--- src/rtl/mdpc_regs.vh ---
// Register offsets, field positions, reset values and timing for the block
// Contract
// - An active switching pulse ends at the first of maximum time elapsed, motor-running seen, or tap position changed.
// - After every pulse a configurable pause runs, and no new pulse starts while it runs.
// - The block measures how long motor-running stays high against a configurable runtime limit.
// - When the runtime limit is exceeded, the block raises a runtime event first and then pulses the trip output; here both are set on the same edge.
// - Runtime supervision has an enable; while disabled neither the event nor the trip pulse occurs.
// - With direction supervision on, a tap change opposite to the command raises a direction fault and blocks automatic regulation.
// - Automatic regulation stays blocked until the direction fault is acknowledged.
// - Continuous pulse mode turns direction supervision off, so no direction fault arises there.
// - Standard direction drives raise to increase voltage and lower to decrease it.
// - Swapped direction drives lower to increase voltage and raise to decrease it.
// - In continuous mode under automatic control the pulse is held until the value is back in band, with the pause still enforced.
`ifndef MDPC_REGS_VH
`define MDPC_REGS_VH
`define MDPC_ADDR_CTRL 8'h00
`define MDPC_ADDR_PULSE 8'h04
`define MDPC_ADDR_PAUSE 8'h08
`define MDPC_ADDR_RUNLIM 8'h0c
`define MDPC_ADDR_STATUS 8'h10
`define MDPC_ADDR_MASK 8'h14
`define MDPC_ADDR_STATE 8'h18
`define MDPC_CTRL_CONT 0
`define MDPC_CTRL_SWAP 1
`define MDPC_CTRL_RUN_EN 2
`define MDPC_CTRL_DIR_EN 3
`define MDPC_CTRL_AUTO 4
`define MDPC_ST_RUNTIME 0
`define MDPC_ST_DIRFLT 1
`define MDPC_ST_PULSE_END 2
`define MDPC_PULSE_RST 16'd1500
`define MDPC_PAUSE_RST 16'd1000
`define MDPC_RUNLIM_RST 16'd15000
`define MDPC_TICK_NS 1000000
`define MDPC_CLK_NS 5
`define MDPC_TICK_CYC (`MDPC_TICK_NS / `MDPC_CLK_NS)
`define MDPC_TRIP_MS 16'd500
`endif

--- src/rtl/mdpc_tick.v ---
// Timebase divider producing a one-cycle tick enable
`timescale 1ns/1ps
module mdpc_tick #(
  parameter DIV = 200000
) (
  input wire clk_i,
  input wire rst_i,
  output reg tick_o
);
  reg [31:0] cnt_reg;
  always @(posedge clk_i) begin
    if (rst_i) begin
      cnt_reg <= 32'h0;
      tick_o <= 1'b0;
    end else if (cnt_reg == DIV - 1) begin
      cnt_reg <= 32'h0;
      tick_o <= 1'b1;
    end else begin
      cnt_reg <= cnt_reg + 32'h1;
      tick_o <= 1'b0;
    end
  end
endmodule

--- src/rtl/mdpc_top.v ---
// Motor-drive switching pulse, runtime and direction supervision
`timescale 1ns/1ps
`include "mdpc_regs.vh"
module mdpc_top #(
  parameter TICK_CYC = `MDPC_TICK_CYC
) (
  input wire clk_i,
  input wire rst_i,
  input wire wb_cyc_i,
  input wire wb_stb_i,
  input wire wb_we_i,
  input wire [7:0] wb_adr_i,
  input wire [3:0] wb_sel_i,
  input wire [31:0] wb_dat_i,
  output reg [31:0] wb_dat_o,
  output reg wb_ack_o,
  input wire req_inc_i,
  input wire req_dec_i,
  input wire in_band_i,
  input wire ack_dir_i,
  input wire motor_run_i,
  input wire tap_up_i,
  input wire tap_down_i,
  output reg raise_o,
  output reg lower_o,
  output reg trip_o,
  output reg auto_block_o,
  output wire irq_o
);
  localparam S_IDLE = 2'd0;
  localparam S_PULSE = 2'd1;
  localparam S_PAUSE = 2'd2;

  reg [4:0] ctrl_reg;
  reg [15:0] pulse_set_reg;
  reg [15:0] pause_set_reg;
  reg [15:0] runlim_reg;
  reg [2:0] status_reg;
  reg [2:0] mask_reg;
  reg [1:0] state_reg;
  reg [15:0] tmr_reg;
  reg [15:0] run_cnt_reg;
  reg [15:0] trip_cnt_reg;
  reg run_flag_reg;
  reg cmd_inc_reg;
  reg block_reg;
  reg [1:0] mr_sync_reg;
  reg [1:0] up_sync_reg;
  reg [1:0] dn_sync_reg;
  reg mr_d_reg;
  reg up_d_reg;
  reg dn_d_reg;
  reg [2:0] ev_set;
  wire tick;
  wire wr;
  wire rd_ack;
  wire mr;
  wire up_edge;
  wire dn_edge;
  wire tap_chg;
  wire cont;
  wire go_inc;
  wire go_dec;
  wire pulse_end;

  mdpc_tick #(
    .DIV(TICK_CYC)
  ) u_tick (
    .clk_i(clk_i),
    .rst_i(rst_i),
    .tick_o(tick)
  );

  // Pins from the motor-drive unit cross into our clock
  always @(posedge clk_i) begin
    if (rst_i) begin
      mr_sync_reg <= 2'b00;
      up_sync_reg <= 2'b00;
      dn_sync_reg <= 2'b00;
      mr_d_reg <= 1'b0;
      up_d_reg <= 1'b0;
      dn_d_reg <= 1'b0;
    end else begin
      mr_sync_reg <= {mr_sync_reg[0], motor_run_i};
      up_sync_reg <= {up_sync_reg[0], tap_up_i};
      dn_sync_reg <= {dn_sync_reg[0], tap_down_i};
      mr_d_reg <= mr_sync_reg[1];
      up_d_reg <= up_sync_reg[1];
      dn_d_reg <= dn_sync_reg[1];
    end
  end

  assign mr = mr_sync_reg[1];
  assign up_edge = up_sync_reg[1] & ~up_d_reg;
  assign dn_edge = dn_sync_reg[1] & ~dn_d_reg;
  assign tap_chg = up_edge | dn_edge;
  assign cont = ctrl_reg[`MDPC_CTRL_CONT];
  // Automatic requests are refused while blocked; manual ones pass
  assign go_inc = req_inc_i & ~(block_reg & ctrl_reg[`MDPC_CTRL_AUTO]);
  assign go_dec = req_dec_i & ~go_inc &
    ~(block_reg & ctrl_reg[`MDPC_CTRL_AUTO]);

  // Continuous mode ends on in-band (auto) or request release (manual), timed mode on the pulse timer, motor-run rise or tap change
  assign pulse_end = cont ?
    (ctrl_reg[`MDPC_CTRL_AUTO] ? in_band_i : ~(req_inc_i | req_dec_i)) :
    ((tick && tmr_reg <= 16'd1) || (mr & ~mr_d_reg) || tap_chg);

  // Pulse sequencer
  always @(posedge clk_i) begin
    if (rst_i) begin
      state_reg <= S_IDLE;
      tmr_reg <= 16'h0;
      cmd_inc_reg <= 1'b0;
    end else begin
      case (state_reg)
        S_IDLE: begin
          if (go_inc | go_dec) begin
            state_reg <= S_PULSE;
            tmr_reg <= pulse_set_reg;
            cmd_inc_reg <= go_inc;
          end
        end
        S_PULSE: begin
          if (pulse_end) begin
            state_reg <= S_PAUSE;
            tmr_reg <= pause_set_reg;
          end else if (tick) begin
            tmr_reg <= tmr_reg - 16'd1;
          end
        end
        S_PAUSE: begin
          if (tmr_reg == 16'd0) begin
            state_reg <= S_IDLE;
          end else if (tick) begin
            tmr_reg <= tmr_reg - 16'd1;
          end
        end
        default: begin
          state_reg <= S_IDLE;
        end
      endcase
    end
  end

  // Output steering
  always @(posedge clk_i) begin
    if (rst_i) begin
      raise_o <= 1'b0;
      lower_o <= 1'b0;
    end else if (state_reg == S_PULSE && !pulse_end) begin
      if (ctrl_reg[`MDPC_CTRL_SWAP]) begin
        raise_o <= ~cmd_inc_reg;
        lower_o <= cmd_inc_reg;
      end else begin
        raise_o <= cmd_inc_reg;
        lower_o <= ~cmd_inc_reg;
      end
    end else begin
      raise_o <= 1'b0;
      lower_o <= 1'b0;
    end
  end

  // Runtime supervision, counted in ticks; one event per run
  always @(posedge clk_i) begin
    if (rst_i) begin
      run_cnt_reg <= 16'h0;
      run_flag_reg <= 1'b0;
      trip_cnt_reg <= 16'h0;
      trip_o <= 1'b0;
    end else begin
      if (!mr || !ctrl_reg[`MDPC_CTRL_RUN_EN]) begin
        run_cnt_reg <= runlim_reg;
        run_flag_reg <= 1'b0;
      end else if (tick && !run_flag_reg) begin
        if (run_cnt_reg == 16'd0) begin
          run_flag_reg <= 1'b1;
        end else begin
          run_cnt_reg <= run_cnt_reg - 16'd1;
        end
      end
      // Trip is set on the same edge as the runtime status bit
      if (ev_set[`MDPC_ST_RUNTIME]) begin
        trip_o <= 1'b1;
        trip_cnt_reg <= `MDPC_TRIP_MS;
      end else if (trip_o && tick) begin
        if (trip_cnt_reg <= 16'd1) begin
          trip_o <= 1'b0;
        end
        trip_cnt_reg <= trip_cnt_reg - 16'd1;
      end
    end
  end

  // Event detection
  always @* begin
    ev_set = 3'b000;
    ev_set[`MDPC_ST_RUNTIME] = tick & mr & ~run_flag_reg &
      ctrl_reg[`MDPC_CTRL_RUN_EN] & (run_cnt_reg == 16'd0);
    ev_set[`MDPC_ST_DIRFLT] = ctrl_reg[`MDPC_CTRL_DIR_EN] & ~cont &
      (state_reg != S_IDLE) &
      ((cmd_inc_reg & dn_edge) | (~cmd_inc_reg & up_edge));
    ev_set[`MDPC_ST_PULSE_END] = (state_reg == S_PULSE) & pulse_end;
  end

  // Blocking holds until software or a pin acknowledges
  always @(posedge clk_i) begin
    if (rst_i) begin
      block_reg <= 1'b0;
      auto_block_o <= 1'b0;
    end else begin
      if (ev_set[`MDPC_ST_DIRFLT]) begin
        block_reg <= 1'b1;
      end else if (ack_dir_i || !status_reg[`MDPC_ST_DIRFLT]) begin
        block_reg <= 1'b0;
      end
      auto_block_o <= block_reg;
    end
  end

  // Wishbone slave, ack one cycle after the strobe
  assign wr = wb_cyc_i & wb_stb_i & wb_we_i & ~wb_ack_o;
  assign rd_ack = wb_cyc_i & wb_stb_i & ~wb_ack_o;

  function [15:0] merge16;
    input [15:0] old;
    input [31:0] dat;
    input [3:0] sel;
    begin
      merge16 = {sel[1] ? dat[15:8] : old[15:8],
        sel[0] ? dat[7:0] : old[7:0]};
    end
  endfunction

  always @(posedge clk_i) begin
    if (rst_i) begin
      ctrl_reg <= 5'h0;
      pulse_set_reg <= `MDPC_PULSE_RST;
      pause_set_reg <= `MDPC_PAUSE_RST;
      runlim_reg <= `MDPC_RUNLIM_RST;
      mask_reg <= 3'h0;
      status_reg <= 3'h0;
      wb_ack_o <= 1'b0;
      wb_dat_o <= 32'h0;
    end else begin
      wb_ack_o <= rd_ack;
      if (wr) begin
        case (wb_adr_i)
          `MDPC_ADDR_CTRL: begin
            if (wb_sel_i[0]) begin
              ctrl_reg <= wb_dat_i[4:0];
            end
          end
          `MDPC_ADDR_PULSE: begin
            pulse_set_reg <= merge16(pulse_set_reg, wb_dat_i, wb_sel_i);
          end
          `MDPC_ADDR_PAUSE: begin
            pause_set_reg <= merge16(pause_set_reg, wb_dat_i, wb_sel_i);
          end
          `MDPC_ADDR_RUNLIM: begin
            runlim_reg <= merge16(runlim_reg, wb_dat_i, wb_sel_i);
          end
          `MDPC_ADDR_MASK: begin
            if (wb_sel_i[0]) begin
              mask_reg <= wb_dat_i[2:0];
            end
          end
          default: begin
          end
        endcase
      end
      // Set beats clear in the same cycle
      if (wr && wb_adr_i == `MDPC_ADDR_STATUS && wb_sel_i[0]) begin
        status_reg <= (status_reg & ~wb_dat_i[2:0]) | ev_set;
      end else if (ack_dir_i) begin
        status_reg <= (status_reg & ~(3'b001 << `MDPC_ST_DIRFLT)) | ev_set;
      end else begin
        status_reg <= status_reg | ev_set;
      end
      case (wb_adr_i)
        `MDPC_ADDR_CTRL: wb_dat_o <= {27'h0, ctrl_reg};
        `MDPC_ADDR_PULSE: wb_dat_o <= {16'h0, pulse_set_reg};
        `MDPC_ADDR_PAUSE: wb_dat_o <= {16'h0, pause_set_reg};
        `MDPC_ADDR_RUNLIM: wb_dat_o <= {16'h0, runlim_reg};
        `MDPC_ADDR_STATUS: wb_dat_o <= {29'h0, status_reg};
        `MDPC_ADDR_MASK: wb_dat_o <= {29'h0, mask_reg};
        `MDPC_ADDR_STATE: wb_dat_o <= {24'h0, block_reg, trip_o, mr,
          cmd_inc_reg, 2'b00, state_reg};
        default: wb_dat_o <= 32'h0;
      endcase
    end
  end

  assign irq_o = |(status_reg & mask_reg);
endmodule

--- config.mk ---
export PLATFORM = sky130hd
export DESIGN_NAME = mdpc_top
export DESIGN_NICKNAME = d
export VERILOG_FILES = /design/src/rtl/mdpc_tick.v /design/src/rtl/mdpc_top.v
export VERILOG_INCLUDE_DIRS = /design/src /design/src/rtl
export SDC_FILE = /design/constraint.sdc
export NUM_CORES = 1
export LEC_CHECK = 0
export BUFFER_PORTS_ARGS = -buffer_cell sky130_fd_sc_hd__clkbuf_2
export CAP_MARGIN = 10
export CORE_ASPECT_RATIO = 1.5
export CORE_MARGIN = 1.5
export CORE_UTILIZATION = 34
export CTS_BUF_LIST = sky130_fd_sc_hd__clkbuf_8
export CTS_CLUSTER_SIZE = 8
export DETAILED_ROUTE_END_ITERATION = 10
export PLACE_DENSITY = 0.58
export RECOVER_POWER = 25
export SETUP_SLACK_MARGIN = 0.05
export SYNTH_ARGS = -nofsm -noshare
export SYNTH_HDL_FRONTEND = slang
export SYNTH_SLANG_ARGS = --single-unit
--- constraint.sdc ---
create_clock -name clk_i -period 3.87 [get_ports clk_i]
set_clock_uncertainty 0.15 [all_clocks]
set_input_delay 0.387 -clock clk_i [delete_from_list [all_inputs] [get_ports clk_i]]
set_output_delay 0.387 -clock clk_i [all_outputs]
set_load 0.01 [all_outputs]
Yosys cells after proc, flatten, opt, wreduce, memory -nomap -nowiden

Cells that the tools add are included.

Add/subtract/negate cells: 4
Equality and inequality tests: 14
Reduce and logical (&&, ||, !) cells: 44
Bitwise operators: 42
$lt $le $gt $ge: 2
Mux-type cells: 27

Operators with widths:

| kind                  | number |
|---|---|
| $mux 16               | 7 |
| $pmux 16 s7           | 1 |
| $pmux 16 s3           | 1 |
| $sub 16x1->16 const B | 3 |
| $add 32x1->32 const B | 1 |
| $eq 32x18->1 const B  | 1 |
| $le 16x1->1 const B   | 2 |
| $logic_not 16->1      | 2 |
| $reduce_and 3->1      | 10 |
| $eq 8x5->1 const B    | 3 |
| $and 1x1->1           | 21 |
| $mux 9                | 2 |
| $eq 8x4->1 const B    | 2 |
| $not 1->1             | 11 |
| $mux 1                | 10 |
| $ne 2x2->1 const B    | 5 |
| $reduce_bool 2->1     | 5 |
| $or 3x3->3            | 3 |
| $eq 8x3->1 const B    | 1 |
| $logic_not 8->1       | 1 |
| $reduce_and 2->1      | 4 |
| $reduce_or 2->1       | 4 |
| $and 3x3->3           | 2 |
| $logic_and 1x1->1     | 6 |
| other kinds (12)      | 25 |

Logic and storage cells: 164
Register bits: 191

Longest topological paths before layout

Gate-level depths: netlist (run 1).

Word-level depth: 9
Gate-level depth with buffers: 9
Gate-level depth less buffers: 8

Cells and area by module

Synthesis (run 1) repeated with hierarchy kept, for this count alone.

Cells, all modules: 948
Area total of the unflattened synthesis: 8406.8 um^2

Modules (own cells, without submodules):

| module    | cells each | area each (um^2) | seq. area each (um^2) | instances |
|---|---|---|---|---|
| mdpc_top  | 771        | 6877.8           | 2842.7                | 1 |
| mdpc_tick | 177        | 1529.0           | 660.6                 | 1 |

Worst setup path after synthesis (run 1)

OpenSTA, ideal clock, no wires.

Path kind: reg-to-reg
Start: reg tmr_reg[0]
End: reg tmr_reg[12]
Data arrival time: 1912 ps
Cell stages (with the launch flop): 10
Required time: 3625 ps
Buffers on the path: 2
Period minus slack after synthesis: 2158 ps
Slack: 1712 ps
Path through: dfxtp_1 inv_1 ha_1 or4b_1 nor4_2 a21o_1 buf_4 buf_2 nand2_1 a221oi_1

Longest elaborated chain between the ends: 7
Elaborated cells between the ends (all ways): 13

Ends and longest elaborated chain:

| element                       | RTL line       | source |
|---|---|---|
| start: declaration            | mdpc_top.v:41  | `reg [15:0] tmr_reg;` |
| start signal: assignment      | mdpc_top.v:119 | `tmr_reg <= pulse_set_reg;` |
| start signal: assignment      | mdpc_top.v:126 | `tmr_reg <= pause_set_reg;` |
| start signal: assignment      | mdpc_top.v:128 | `tmr_reg <= tmr_reg - 16'd1;` |
| $le 16x1->1                   | mdpc_top.v:106 | `((tick && tmr_reg <= 16'd1) \|\| (mr & ~mr_d_reg) \|\| tap_chg);` |
| $logic_and 1x1->1             | mdpc_top.v:106 |  |
| $logic_or 1x1->1 (2 in a row) | mdpc_top.v:106 |  |
| $mux 1                        | mdpc_top.v:104 | `assign pulse_end = cont ?` |
| $mux 16                       | mdpc_top.v:124 | `if (pulse_end) begin` |
| $pmux 16 s3                   | mdpc_top.v:115 | `case (state_reg)` |

Parallel ways exist; a longest one is shown, timed or not. The select of a mux whose other input is x is not followed.
A chain may end at the register's enable or synchronous reset.

Final worst setup path (run 1)

Start: reg tmr_reg[0]
End: reg tmr_reg[15]

Same word-level chain as after synthesis.

==> results by group, run 1 <==
Yosys
  – Syn Area/Cell: about 8.4 um2
  – Ys async rst share: 0%
  – Synth warn: 0
  – Mapped Cells: slightly below 1000
  – Primary FF master, synth: dfxtp_1
  – EDFF count, synth: 0
  – Seq/Total Area, Yosys: 43.0%
  – Seq cells post-synth: ~180
  – Synth unique cells: slightly below 70
  – Post-Syn Area: ~8000 um2

Die
  – Num ports: 94
  – Die area: about 25000 um2
  – Core Region: approximately 24000 um2
  – Die width: around 130 um
  – Initial core utilization: between 30 and 40%
  – Die Height: ~190 um
  – Rows: 69

Min path
  – Hold Path Stages: 3
  – Hold WC Path Type: in -> reg
  – Hold path endpoint: pause_set_reg[5]
  – Worst min-delay path startpoint: wb_dat_i[5]

Power and ir drop
  – Clock network power share: about 29%
  – Power Dens Cells: roughly 470 nW/um2
  – Switching Share: roughly a third
  – Cell internal pwr: between 2 and 3 mW
  – Sw power: ~1.5 mW
  – Part of the power in registers: ~48%
  – PnR Total Power: between 4 and 5 mW
  – Combinational fraction of design power: a little under a quarter
  – Maximum vdd drop: approximately 0.21 mV
  – Leak: 3.19 nW

Global route
  – Overall routing resource usage: 17.5%
  – Number of global-route vias before repair: just under 7000
  – Largest net degree at the start of global routing: just over 90
  – Initial antenna violation count: 0
  – Wire length of the first global-routing pass: approximately 34000 um
  – GRT overflow: 0

Status
  – Outcome: complete, but fails checks
  – Violated checks: capacitance limit, slew limit

Clock network
  – Post-cts resize count: 0
  – Clock transition at path regs: ~0.10 ns
  – CTS max path bufs: 2
  – CTS tree: done
  – Total CTS buffers: 17
  – CTS sink count: around 180
  – Clock Latency Late Sink: approximately 0.48 ns
  – Setup Fix Bufs, Post-CTS: 0
  – Clock Tree Root: clkbuf_8
  – # H-tree levels: 4
  – Hold buffers post-CTS: 3

Timing
  – Slew Limit Headroom: -28.4%
  – RSZ-0062 raised after global routing: false
  – Tightest Pin Transition: a little under 2 ns
  – Hold_ws: 0.0264 ns
  – Fmax: roughly 350 MHz
  – Worst setup margin: approximately 1.0 ns
  – Setup TNS: 0 ns
  – Final hold violations: 0
  – Tmin final: 2.83 ns
  – Max Slew Vio Count: slightly above 90
  – Tcrit/Tclk final: around three quarters
  – Final setup fails: 0

Layout
  – Max FFs per register: 32
  – Final core utilization: between 30% and 40%
  – Layout fillers: 2500
  – Area grow syn2layout: 11.5%
  – Share of layout cells above drive strength 1: about a tenth
  – NumNets Final: ~1100
  – Inserted Diodes: 0

Routing
  – Routed vias: about 7000
  – Max layer used: met4
  – WL/cell: about 16 um
  – Routed wl met3: 842 um
  – Metal-1 WL: 8540 um
  – DR vias/cell: approximately 5.3
  – WL met2: between 10000 and 15000 um
  – Post-DRT Antenna Nets: 0
  – DRC marker count from the first detailed-route iteration: slightly above 500
  – Routed WL: about 21000 um
  – DR pass1 iterations: 8
  – Drc violations: 0

Setup path
  – Register-to-register setup slack: about 1.0 ns
  – Critical Path Source Type: flop
  – RR Startpoint: tmr_reg[0]
  – Worst endpoint required time: 4.06 ns
  – Critical path class: reg -> reg
  – R2R Path End: tmr_reg[15]
  – Reg2Reg Depth: 7
  – Critical path origin: tmr_reg[0]
  – Critical Path End Type: flop
  – Worst-path fanout max: 27
  – WP data arrival: between 3 and 4 ns

Placement
  – Dpl ws: about 1.1 ns
  – Detailed Place HPWL: 15200 um
  – Port Buffers: 59
  – GPL Wtd Cong: about 0.78

Run
  – Max Cap Violations: 1
[critical path, cell delays in order, from the launching register on]
cell and delay, ns:
dfxtp_1 0.38, inv_1 0.10, ha_1 0.18, or4b_1 0.46, nor4_2 0.19, a21o_1 0.72, a221oi_1 0.19, a221oi_1 0.31
[metrics by stage]
stage | area (um2) | std cells
floorplan | 8210 | 988
global placement | 8710 | 1313
detailed placement | 8710 | 1313
CTS | 9120 | 1348
global route | 9080 | 1348
finish | 9080 | 1348
[area by class of cell]
cell class | instances | area (um2) | area share, %
Clock buffer | 18 | 248 | 2.73
Timing Repair Buffer | 77 | 404 | 4.45
Sequential cell | 175 | 3500 | 38.6
Clock inverter | 14 | 135 | 1.49
Tap cell | 319 | 399 | 4.39
Multi-Input combinational cell | 726 | 4320 | 47.6
Inverter | 19 | 71.3 | 0.785
[power by group through the flow]
stage | Clock [mW] | Combinational, mW | Sequential, mW
global placement | 0 | 0.992 | 2.08
CTS | 1.28 | 1.02 | 2.04
finish | 1.24 | 1.02 | 2.04
global route | 1.36 | 1.13 | 2.06
detailed placement | 0 | 1.01 | 2.08
floorplan | 0 | 0.791 | 2.03
[synth_stat cells (4+ instances only)]
cell type / count / area (um2)
a22oi_1: 17 / 128
or3_1: 9 / 56.3
a31oi_1: 6 / 37.5
nor2_1: 80 / 300
nor2b_1: 18 / 113
clkbuf_1: 38 / 143
a221oi_1: 25 / 219
nor4b_1: 4 / 35.0
nand4_1: 6 / 37.5
nor4_2: 6 / 75.1
buf_4: 19 / 143
or2_2: 4 / 25.0
buf_2: 7 / 35.0
ha_1: 10 / 125
xor2_1: 29 / 254
inv_1: 19 / 71.3
nor3_1: 18 / 90.1
a211oi_1: 12 / 90.1
nand2_1: 151 / 567
dfxtp_1: 175 / 3500
a311oi_1: 4 / 35.0
and2_1: 6 / 37.5
a222oi_1: 11 / 110
xnor2_1: 35 / 307
nor4_1: 11 / 68.8
and3_1: 11 / 68.8
a21oi_1: 69 / 345
nand3_1: 84 / 420
o21ai_0: 28 / 140
[layer usage]
| layer | up-vias | global-route usage [%] |
|---|---|---|
| li1 | 3528 | - |
| met1 | 3380 | 20.0 |
| met2 | 163 | 31.5 |
| met3 | 28 | 3.27 |
| met4 | 0 | 7.78 |
| met5 | - | 0 |
[worst max-delay path by stage]
stage               slack [ns]  cells after the start     endpoint
floorplan                 1.71                      9  tmr_reg[12]
CTS                       1.08                      7  tmr_reg[15]
finish                    1.04                      7  tmr_reg[15]
detailed placement        1.09                      8  wb_dat_o[8]
global route              0.84                      8   tmr_reg[4]
global placement          1.15                      8  wb_dat_o[8]
[cells by family (layout without fill, tap and decap cells)]
kind of cell    Yosys count  after routing  synth area share (%)
fa+ha+maj                10             10                  1.54
buf+inv                  87            128                  5.00
mux                       3              3                 0.384
xor+xnor                 64             64                  6.88
simple gates            436            436                  26.6
other cells               1             16                0.0460
compound gates          197            197                  16.5
flops                   175            175                  43.0
[cells in the final DEF (no fill, tap or decap), types with 6 or more instances in the layout]
master,n
clkbuf_2,38
ha_1,10
nor4_1,11
nor2b_1,18
xnor2_1,35
buf_4,13
inv_1,19
or3_1,9
and3_1,11
clkbuf_1,23
nand2_1,151
xor2_1,29
clkbuf_8,18
a211oi_1,12
conb_1,16
a221oi_1,25
a31oi_1,6
a21oi_1,69
a222oi_1,11
nand4_1,6
nand3_1,84
a22oi_1,17
nor2_1,78
o21ai_0,28
dfxtp_1,175
nor3_1,18
Power figures use the tool's default switching activity.
==> inputs of run 2 (changes only) <==
==> constraint.sdc (replaced) <==
create_clock -name clk_i -period 2.8 [get_ports clk_i]
set_clock_uncertainty 0.15 [all_clocks]
set_input_delay 0.28 -clock clk_i [delete_from_list [all_inputs] [get_ports clk_i]]
set_output_delay 0.28 -clock clk_i [all_outputs]
set_load 0.01 [all_outputs]
==> run 2 against run 1 <==
Compared with the run above:
- the flow now finishes without violations
- critical path depth up 2
- clock power up 40%
- hold slack better by 0.0079 ns
- utilization up 1.4 points
- sequential share of layout area down 1.3 points
- sequential power up 38%
- via count up 1.4%
- sequential cell count unchanged
- die area unchanged
- register-to-register slack worse by 0.71 ns
- cell area up 3.6%
- critical path type unchanged
==> results by group, run 2 (synthesis results as in run 1) <==
Status
  – Outcome: complete, no violations

Setup path
  – Critical path class: reg -> reg
  – CP max stage delay: 0.46 ns (-0.26 ns)
  – Critical Path End Type: flop
  – CP top delay family: simple AND/OR/NAND/NOR gates
  – Critical Path Source Type: flop
  – Worst-path fanout max: 22 (-19%)
  – Worst endpoint required time: 3.03 ns (-1.03 ns)
  – Critical path origin: tmr_reg[0]
  – CP cell instances: inv_1 > ha_1 > or4b_1 > nor4_2 > a21o_1 > buf_12 > or3_1 > o21ai_0 > a211oi_1
  – CP max stage cell: or4b_1
  – Buffers & Inverters on Critical Path: 2 (+1)
  – RR Startpoint: tmr_reg[0]
  – WP data arrival: 2.70 ns (-0.32 ns)

Clock network
  – Clock Tree Root: clkbuf_8
  – CTS tree: done
  – Total CTS buffers: 17 (unchanged)
  – CTS sink count: 175 (unchanged)
  – Clock Latency Late Sink: 0.48 ns (about the same)
  – # H-tree levels: 4 (unchanged)
  – CTS max path bufs: 2 (unchanged)
  – Clock transition at path regs: 0.10 ns (about the same)
  – Setup Fix Bufs, Post-CTS: 0 (unchanged)

Placement
  – Detailed Place HPWL: 15700 um (+3.2%)
  – Port Buffers: 59 (unchanged)
  – GPL Wtd Cong: 0.800 (+2.2%)

Layout
  – Commonest non-fill, non-tap cells in the layout: dfxtp_1 (175), nand2_1 (151), nand3_1 (84), nor2_1 (78), a21oi_1 (69)
  – Area of the multi-input gates: 4330 um2 (+0.17%)
  – Max FFs per register: 32 (unchanged)
  – Commonest non-fill, non-tap cell in the layout: dfxtp_1
  – Share of layout cells above drive strength 1: 11.9% (+1.2 points)
  – Inserted Diodes: 0 (unchanged)
  – Final core utilization: 39.8% (+1.4 points)
  – NumNets Final: 1116 (+3.1%)
  – FF+latch area: 3500 um2 (unchanged)
  – Layout fillers: 2497 (-0.12%)
  – Area grow syn2layout: 15.5%

Run
  – Max Cap Violations: 0 (-1)

Routing
  – Routed WL: 21600 um (+2.5%)
  – DR vias/cell: 5.21 (-1.1%)
  – Routed vias: 7201 (+1.4%)
  – Post-DRT Antenna Nets: 0 (unchanged)
  – Drc violations: 0 (unchanged)
  – DR pass1 iterations: 7 (-1)
  – WL/cell: 15.6 um (about the same)
  – DRC marker count from the first detailed-route iteration: 412 (-20%)

Timing
  – Setup TNS: 0 ns (unchanged)
  – Slew Limit Headroom: 24.6% (+53 points)
  – Tcrit/Tclk final: 88.1% (+15 points)
  – Hold_ws: 0.0343 ns (+0.00788 ns)
  – Tightest Pin Transition: 1.13 ns (-0.795 ns)
  – Final setup fails: 0 (unchanged)
  – Final hold violations: 0 (unchanged)
  – RSZ-0062 raised after global routing: false
  – Max Slew Vio Count: 0 (-100%)
  – Tmin final: 2.47 ns (-0.363 ns)
  – Fmax: 405 MHz (+15%)

Global route
  – Number of global-route vias before repair: 6769 (+0.61%)
  – Wire length of the first global-routing pass: 34500 um (about the same)
  – Overall routing resource usage: 17.7% (+0.21 points)
  – Largest net degree at the start of global routing: 53 (-42%)
  – GRT overflow: 0 (unchanged)
  – Initial antenna violation count: 0 (unchanged)

Die
  – Die area: 24900 um2 (unchanged)
  – Die width: 129 um (unchanged)
  – Initial core utilization: 34.5% (unchanged)
  – Num ports: 94 (unchanged)
  – Rows: 69 (unchanged)
  – Core Region: 23700 um2 (unchanged)
  – Die Height: 193 um (unchanged)

Power and ir drop
  – PnR Total Power: 6.09 mW (+42%)
  – Power Dens Cells: 647 nW/um2 (+37%)
  – Maximum vdd drop: 0.275 mV (+31%)
  – Leak: 3.36 nW (+5.2%)

Min path
  – Hold WC Path Type: in -> reg
  – Worst min-delay path startpoint: wb_cyc_i
==> run 2: report_power, final <==
part	internal [mW]	total [mW]	switching, mW
registers	2.62	2.81	0.185
logic	0.622	1.54	0.917
clock network	0.766	1.74	0.979
total	4.01	6.09	2.08
==> run 2: stage by stage <==
step	area, um2	setup slack [ns]	std cells
finish	9410	0.334	1382
global route	9410	0.168	1382
CTS	9440	0.238	1382
detailed placement	8830	0.259	1328
global placement	8830	0.243	1328
floorplan	8210	0.642	988
==> run 2: final cells by class <==
class | count | area share (%)
clock buffer | 19 | 2.78
clock inverter | 13 | 1.36
inverter | 19 | 0.758
multi-input combinational | 726 | 46.0
sequential | 175 | 37.2
tap | 319 | 4.24
timing repair buffer | 111 | 7.63
==> run 2: what timing repair did <==
item,in CTS,in global routing
endpoints found under the setup margin,0,1
resized for setup,0,1
hold buffers,22,0
hold endpoints to repair,59,0
==> run 2: worst paths after layout <==
kind / cells past startpoint / endpoint / slack (ns)
setup / recovery: 9 / tmr_reg[8] / 0.33
hold / removal: 3 / wb_ack_o / 0.03
setup reg to reg: 9 / tmr_reg[8] / 0.33
hold reg to reg: 1 / dn_sync_reg[1] / 0.29
==> run 2: tightest hold or removal path: cells and delay by family <==
| kind | cells | cell delay (ns) |
|---|---|---|
| buffers and inverters | 1 | 0.07 |
| and+or+nand+nor | 2 | 0.28 |
==> run 2: layer usage <==
layer / share of wire [%] / up-vias / track usage (%) / wire length, um
met3: 3.2 / 47 / 3.13 / 694
li1: - / 3593 / - / -
met1: 41 / 3400 / 19.7 / 8880
met2: 51 / 161 / 31.6 / 11100
met5: 0 / - / 0 / 0
met4: 4.4 / 0 / 10.0 / 947
==> inputs of run 3 (changes only) <==
--- a/config.mk
+++ b/config.mk
@@ -6,6 +6,7 @@
 export SDC_FILE = /design/constraint.sdc
 export NUM_CORES = 1
 export LEC_CHECK = 0
+export ABC_AREA = 1
 export BUFFER_PORTS_ARGS = -buffer_cell sky130_fd_sc_hd__clkbuf_2
 export CAP_MARGIN = 10
 export CORE_ASPECT_RATIO = 1.5
==> run 3 against run 2 <==
Compared with the run above:
- non-clock buffer count down 12
- worst setup slack better by 0.14 ns
- total power up 3.9%
- fmax up 6.2%
- via count up 12%
- sequential cell count unchanged
- die area up 8.0%
- global-route usage about the same
- count of clock-buffer cells in the layout down 1
- largest power group unchanged
==> results by group, run 3 <==
Run
  – Max Cap Violations: 0 (unchanged)

Status
  – Outcome: complete, no violations

Routing
  – DR vias/cell: 4.79 (-8.1%)
  – Drc violations: 0 (unchanged)
  – Routed WL: 23300 um (+8.2%)
  – Routed vias: 8061 (+12%)
  – Post-DRT Antenna Nets: 0 (unchanged)
  – DRC marker count from the first detailed-route iteration: 497 (+21%)
  – WL/cell: 13.9 um (-11%)
  – DR pass1 iterations: 5 (-2)

Yosys
  – Seq/Total Area, Yosys: 39.7% (-3.3 points)
  – EDFF count, synth: 0 (unchanged)
  – Simple-gate portion of the synthesized area: 30.9% (+4.3 points)
  – Post-Synth Adder-Cell Area: 1.42% (-0.12 points)
  – Synth top area share: 39.7% (-3.3 points)
  – Ys async rst share: 0% (unchanged)
  – Multiplexer area fraction after synthesis: 0% (-0.38 points)
  – Largest area contributor in the netlist: dfxtp_1
  – Seq cells post-synth: 175 (unchanged)
  – Primary FF master, synth: dfxtp_1
  – Most frequent cells after synthesis: nand2_1 (294), dfxtp_1 (175), inv_1 (157)
  – Synth warn: 0 (unchanged)
  – Synth area leaders: dfxtp_1 (40%), nand2_1 (13%), inv_1 (6.7%)
  – Most frequent cell after synthesis: nand2_1
  – Xor/xnor cell area share of the yosys netlist: 3.48% (-3.4 points)
  – Syn Area/Cell: 7.00 um2 (-16%)
  – Mapped Cells: 1260 (+29%)
  – Synth unique cells: 50 (-28%)
  – Compound-Gate Fraction of Synth Area: 13.8% (-2.7 points)
  – Largest family of logic cells by synthesized area: simple AND/OR/NAND/NOR gates
  – Post-Syn Area: 8820 um2 (+8.2%)

Clock network
  – Total CTS buffers: 17 (unchanged)
  – CTS sink count: 175 (unchanged)
  – Clock transition at path regs: 0.10 ns (about the same)
  – CTS max path bufs: 2 (unchanged)
  – # H-tree levels: 4 (unchanged)
  – Post-cts resize count: 0 (unchanged)
  – Clock Latency Late Sink: 0.49 ns (about the same)
  – CTS tree: done
  – Clock Tree Root: clkbuf_8

Power and ir drop
  – Switching Share: 34.0% (-0.15 points)
  – Sw power: 2.15 mW (+3.5%)
  – Leak: 4.12 nW (+23%)
  – Power Dens Cells: 632 nW/um2 (-2.4%)
  – Part of the power in registers: 43.8% (-2.3 points)
  – Clock network power share: 31.0% (+2.4 points)
  – Combinational fraction of design power: 25.2% (about the same)
  – Cell internal pwr: 4.18 mW (+4.2%)
  – Maximum vdd drop: 0.336 mV (+22%)

Die
  – Rows: 72 (+4.3%)
  – Die Height: 200 um (+3.9%)
  – Num ports: 94 (unchanged)
  – Core Region: 25700 um2 (+8.5%)
  – Initial core utilization: 34.3% (-0.11 points)
  – Die width: 134 um (+3.9%)
  – Die area: 26900 um2 (+8.0%)

Timing
  – Tmin final: 2.32 ns (-0.143 ns)
  – Tightest Pin Transition: 1.39 ns (+0.260 ns)
  – Tcrit/Tclk final: 83.0% (-5.1 points)
  – Worst setup margin: 0.477 ns (+0.143 ns)
  – Final hold violations: 0 (unchanged)
  – Fmax: 430 MHz (+6.2%)
  – Slew Limit Headroom: 7.31% (-17 points)
  – Hold_ws: 0.138 ns (+0.104 ns)
  – RSZ-0062 raised after global routing: false
  – Max Slew Vio Count: 0 (unchanged)
  – Final setup fails: 0 (unchanged)
  – Setup TNS: 0 ns (unchanged)

Setup path
  – Worst-path fanout max: 16 (-27%)
  – Critical Path End Type: flop
  – Register-to-register setup slack: 0.48 ns (+0.14 ns)
  – WP data arrival: 2.48 ns (-0.22 ns)
  – Worst endpoint required time: 2.95 ns (-0.08 ns)
  – CP max stage cell: dfxtp_1
  – Critical path class: reg -> reg
  – Critical Path Source Type: flop
  – CP cell instances: inv_2 > nor2_1 > nand3_1 > nand2_1 > nand2_2 > nand3_1 > nand2_2 > nand2_1 > nand2_1 > nand2_1 > a21oi_1
  – CP max stage delay: 0.67 ns (+0.21 ns)
  – Critical path's most frequent cell: nand2_1

Global route
  – GRT overflow: 0 (unchanged)
  – Overall routing resource usage: 17.7% (-0.040 points)
  – Wire length of the first global-routing pass: 37800 um (+9.6%)
  – Number of global-route vias before repair: 7833 (+16%)
  – Initial antenna violation count: 0 (unchanged)
  – Largest net degree at the start of global routing: 61 (+15%)

Placement
  – Port Buffers: 59 (unchanged)
  – Dpl ws: 0.524 ns (+0.264 ns)
  – Detailed Place HPWL: 17700 um (+13%)
  – GPL Wtd Cong: 0.855 (+6.9%)

Layout
  – Inserted Diodes: 0 (unchanged)
  – Share of layout cells above drive strength 1: 10.4% (-1.5 points)
  – Commonest non-fill, non-tap cell in the layout: nand2_1
  – Final core utilization: 39.0% (-0.76 points)
  – Commonest non-fill, non-tap cells in the layout: nand2_1 (295), dfxtp_1 (175), inv_1 (158), nor2_1 (144), a21oi_1 (91)
  – NumNets Final: 1404 (+26%)
  – Area grow syn2layout: 13.6%
  – Max FFs per register: 32 (unchanged)

Min path
  – Hold WC Path Type: in -> reg
run 3: worst max-delay path: cells and delay by family (launching register included):
family	cells	cell delay, ns
and+or+nand+nor	9	1.03
DFF	1	0.67
buffers and inverters	1	0.21
AOI/OAI and AO/OA	1	0.06
run 3: kinds of logic (layout without fill, tap and decap cells):
| group | Yosys count | in the layout |
|---|---|---|
| flip-flops | 175 | 175 |
| AND/OR/NAND/NOR | 604 | 604 |
| buffers and inverters | 223 | 299 |
| other | 1 | 16 |
| adder cells (fa/ha/maj) | 10 | 10 |
| AO/OA/AOI/OAI | 212 | 212 |
| XOR/XNOR | 35 | 35 |
run 3: per-layer routing:
layer	wire (um)	vias to the layer above	track usage (%)	part of all wire (%)
met4	926	0	8.79	4.0
met2	12300	134	33.2	53
li1	-	4199	-	-
met5	0	-	0	0
met1	9500	3678	18.6	41
met3	567	50	3.09	2.4
run 3: layout make-up:
class	instances	area, um2
clock buffer	18	248
clock inverter	14	190
fill	2774	15700
inverter	168	631
multi-input combinational	877	4420
sequential	175	3500
tap	333	417
timing repair buffer	99	613
run 3: power by group through the flow:
stage | clock network [mW] | registers (mW) | logic (mW)
after CTS | 2.02 | 2.77 | 1.62
after global routing | 2.10 | 2.79 | 1.84
after global placement | 0 | 2.82 | 1.58
after detailed placement | 0 | 2.83 | 1.59
after floorplan | 0 | 2.79 | 1.24
final | 1.96 | 2.77 | 1.60
run 3: path summary, 6_finish.rpt:
kind | startpoint | endpoint | cells after the start
setup / recovery | u_tick.tick_o | tmr_reg[13] | 11
hold / removal | req_dec_i | cmd_inc_reg | 5
setup reg to reg | u_tick.tick_o | tmr_reg[13] | 11
hold reg to reg | mr_sync_reg[0] | mr_sync_reg[1] | 2
run 3: timing repair:
action	in CTS	in global routing
endpoints found under the setup margin	0	0
buffers inserted	0	0
hold buffers	24	0
hold endpoints to repair	58	0
run 3: through the flow:
step	total power [mW]	instance area (um2)	cells
3_5_place_dp	4.42	9400	1628
2_1_floorplan	4.03	8870	1275
3_3_place_gp	4.40	9400	1628
5_1_grt	6.73	10000	1684
6_report	6.33	10000	1684
4_1_cts	6.41	10100	1684
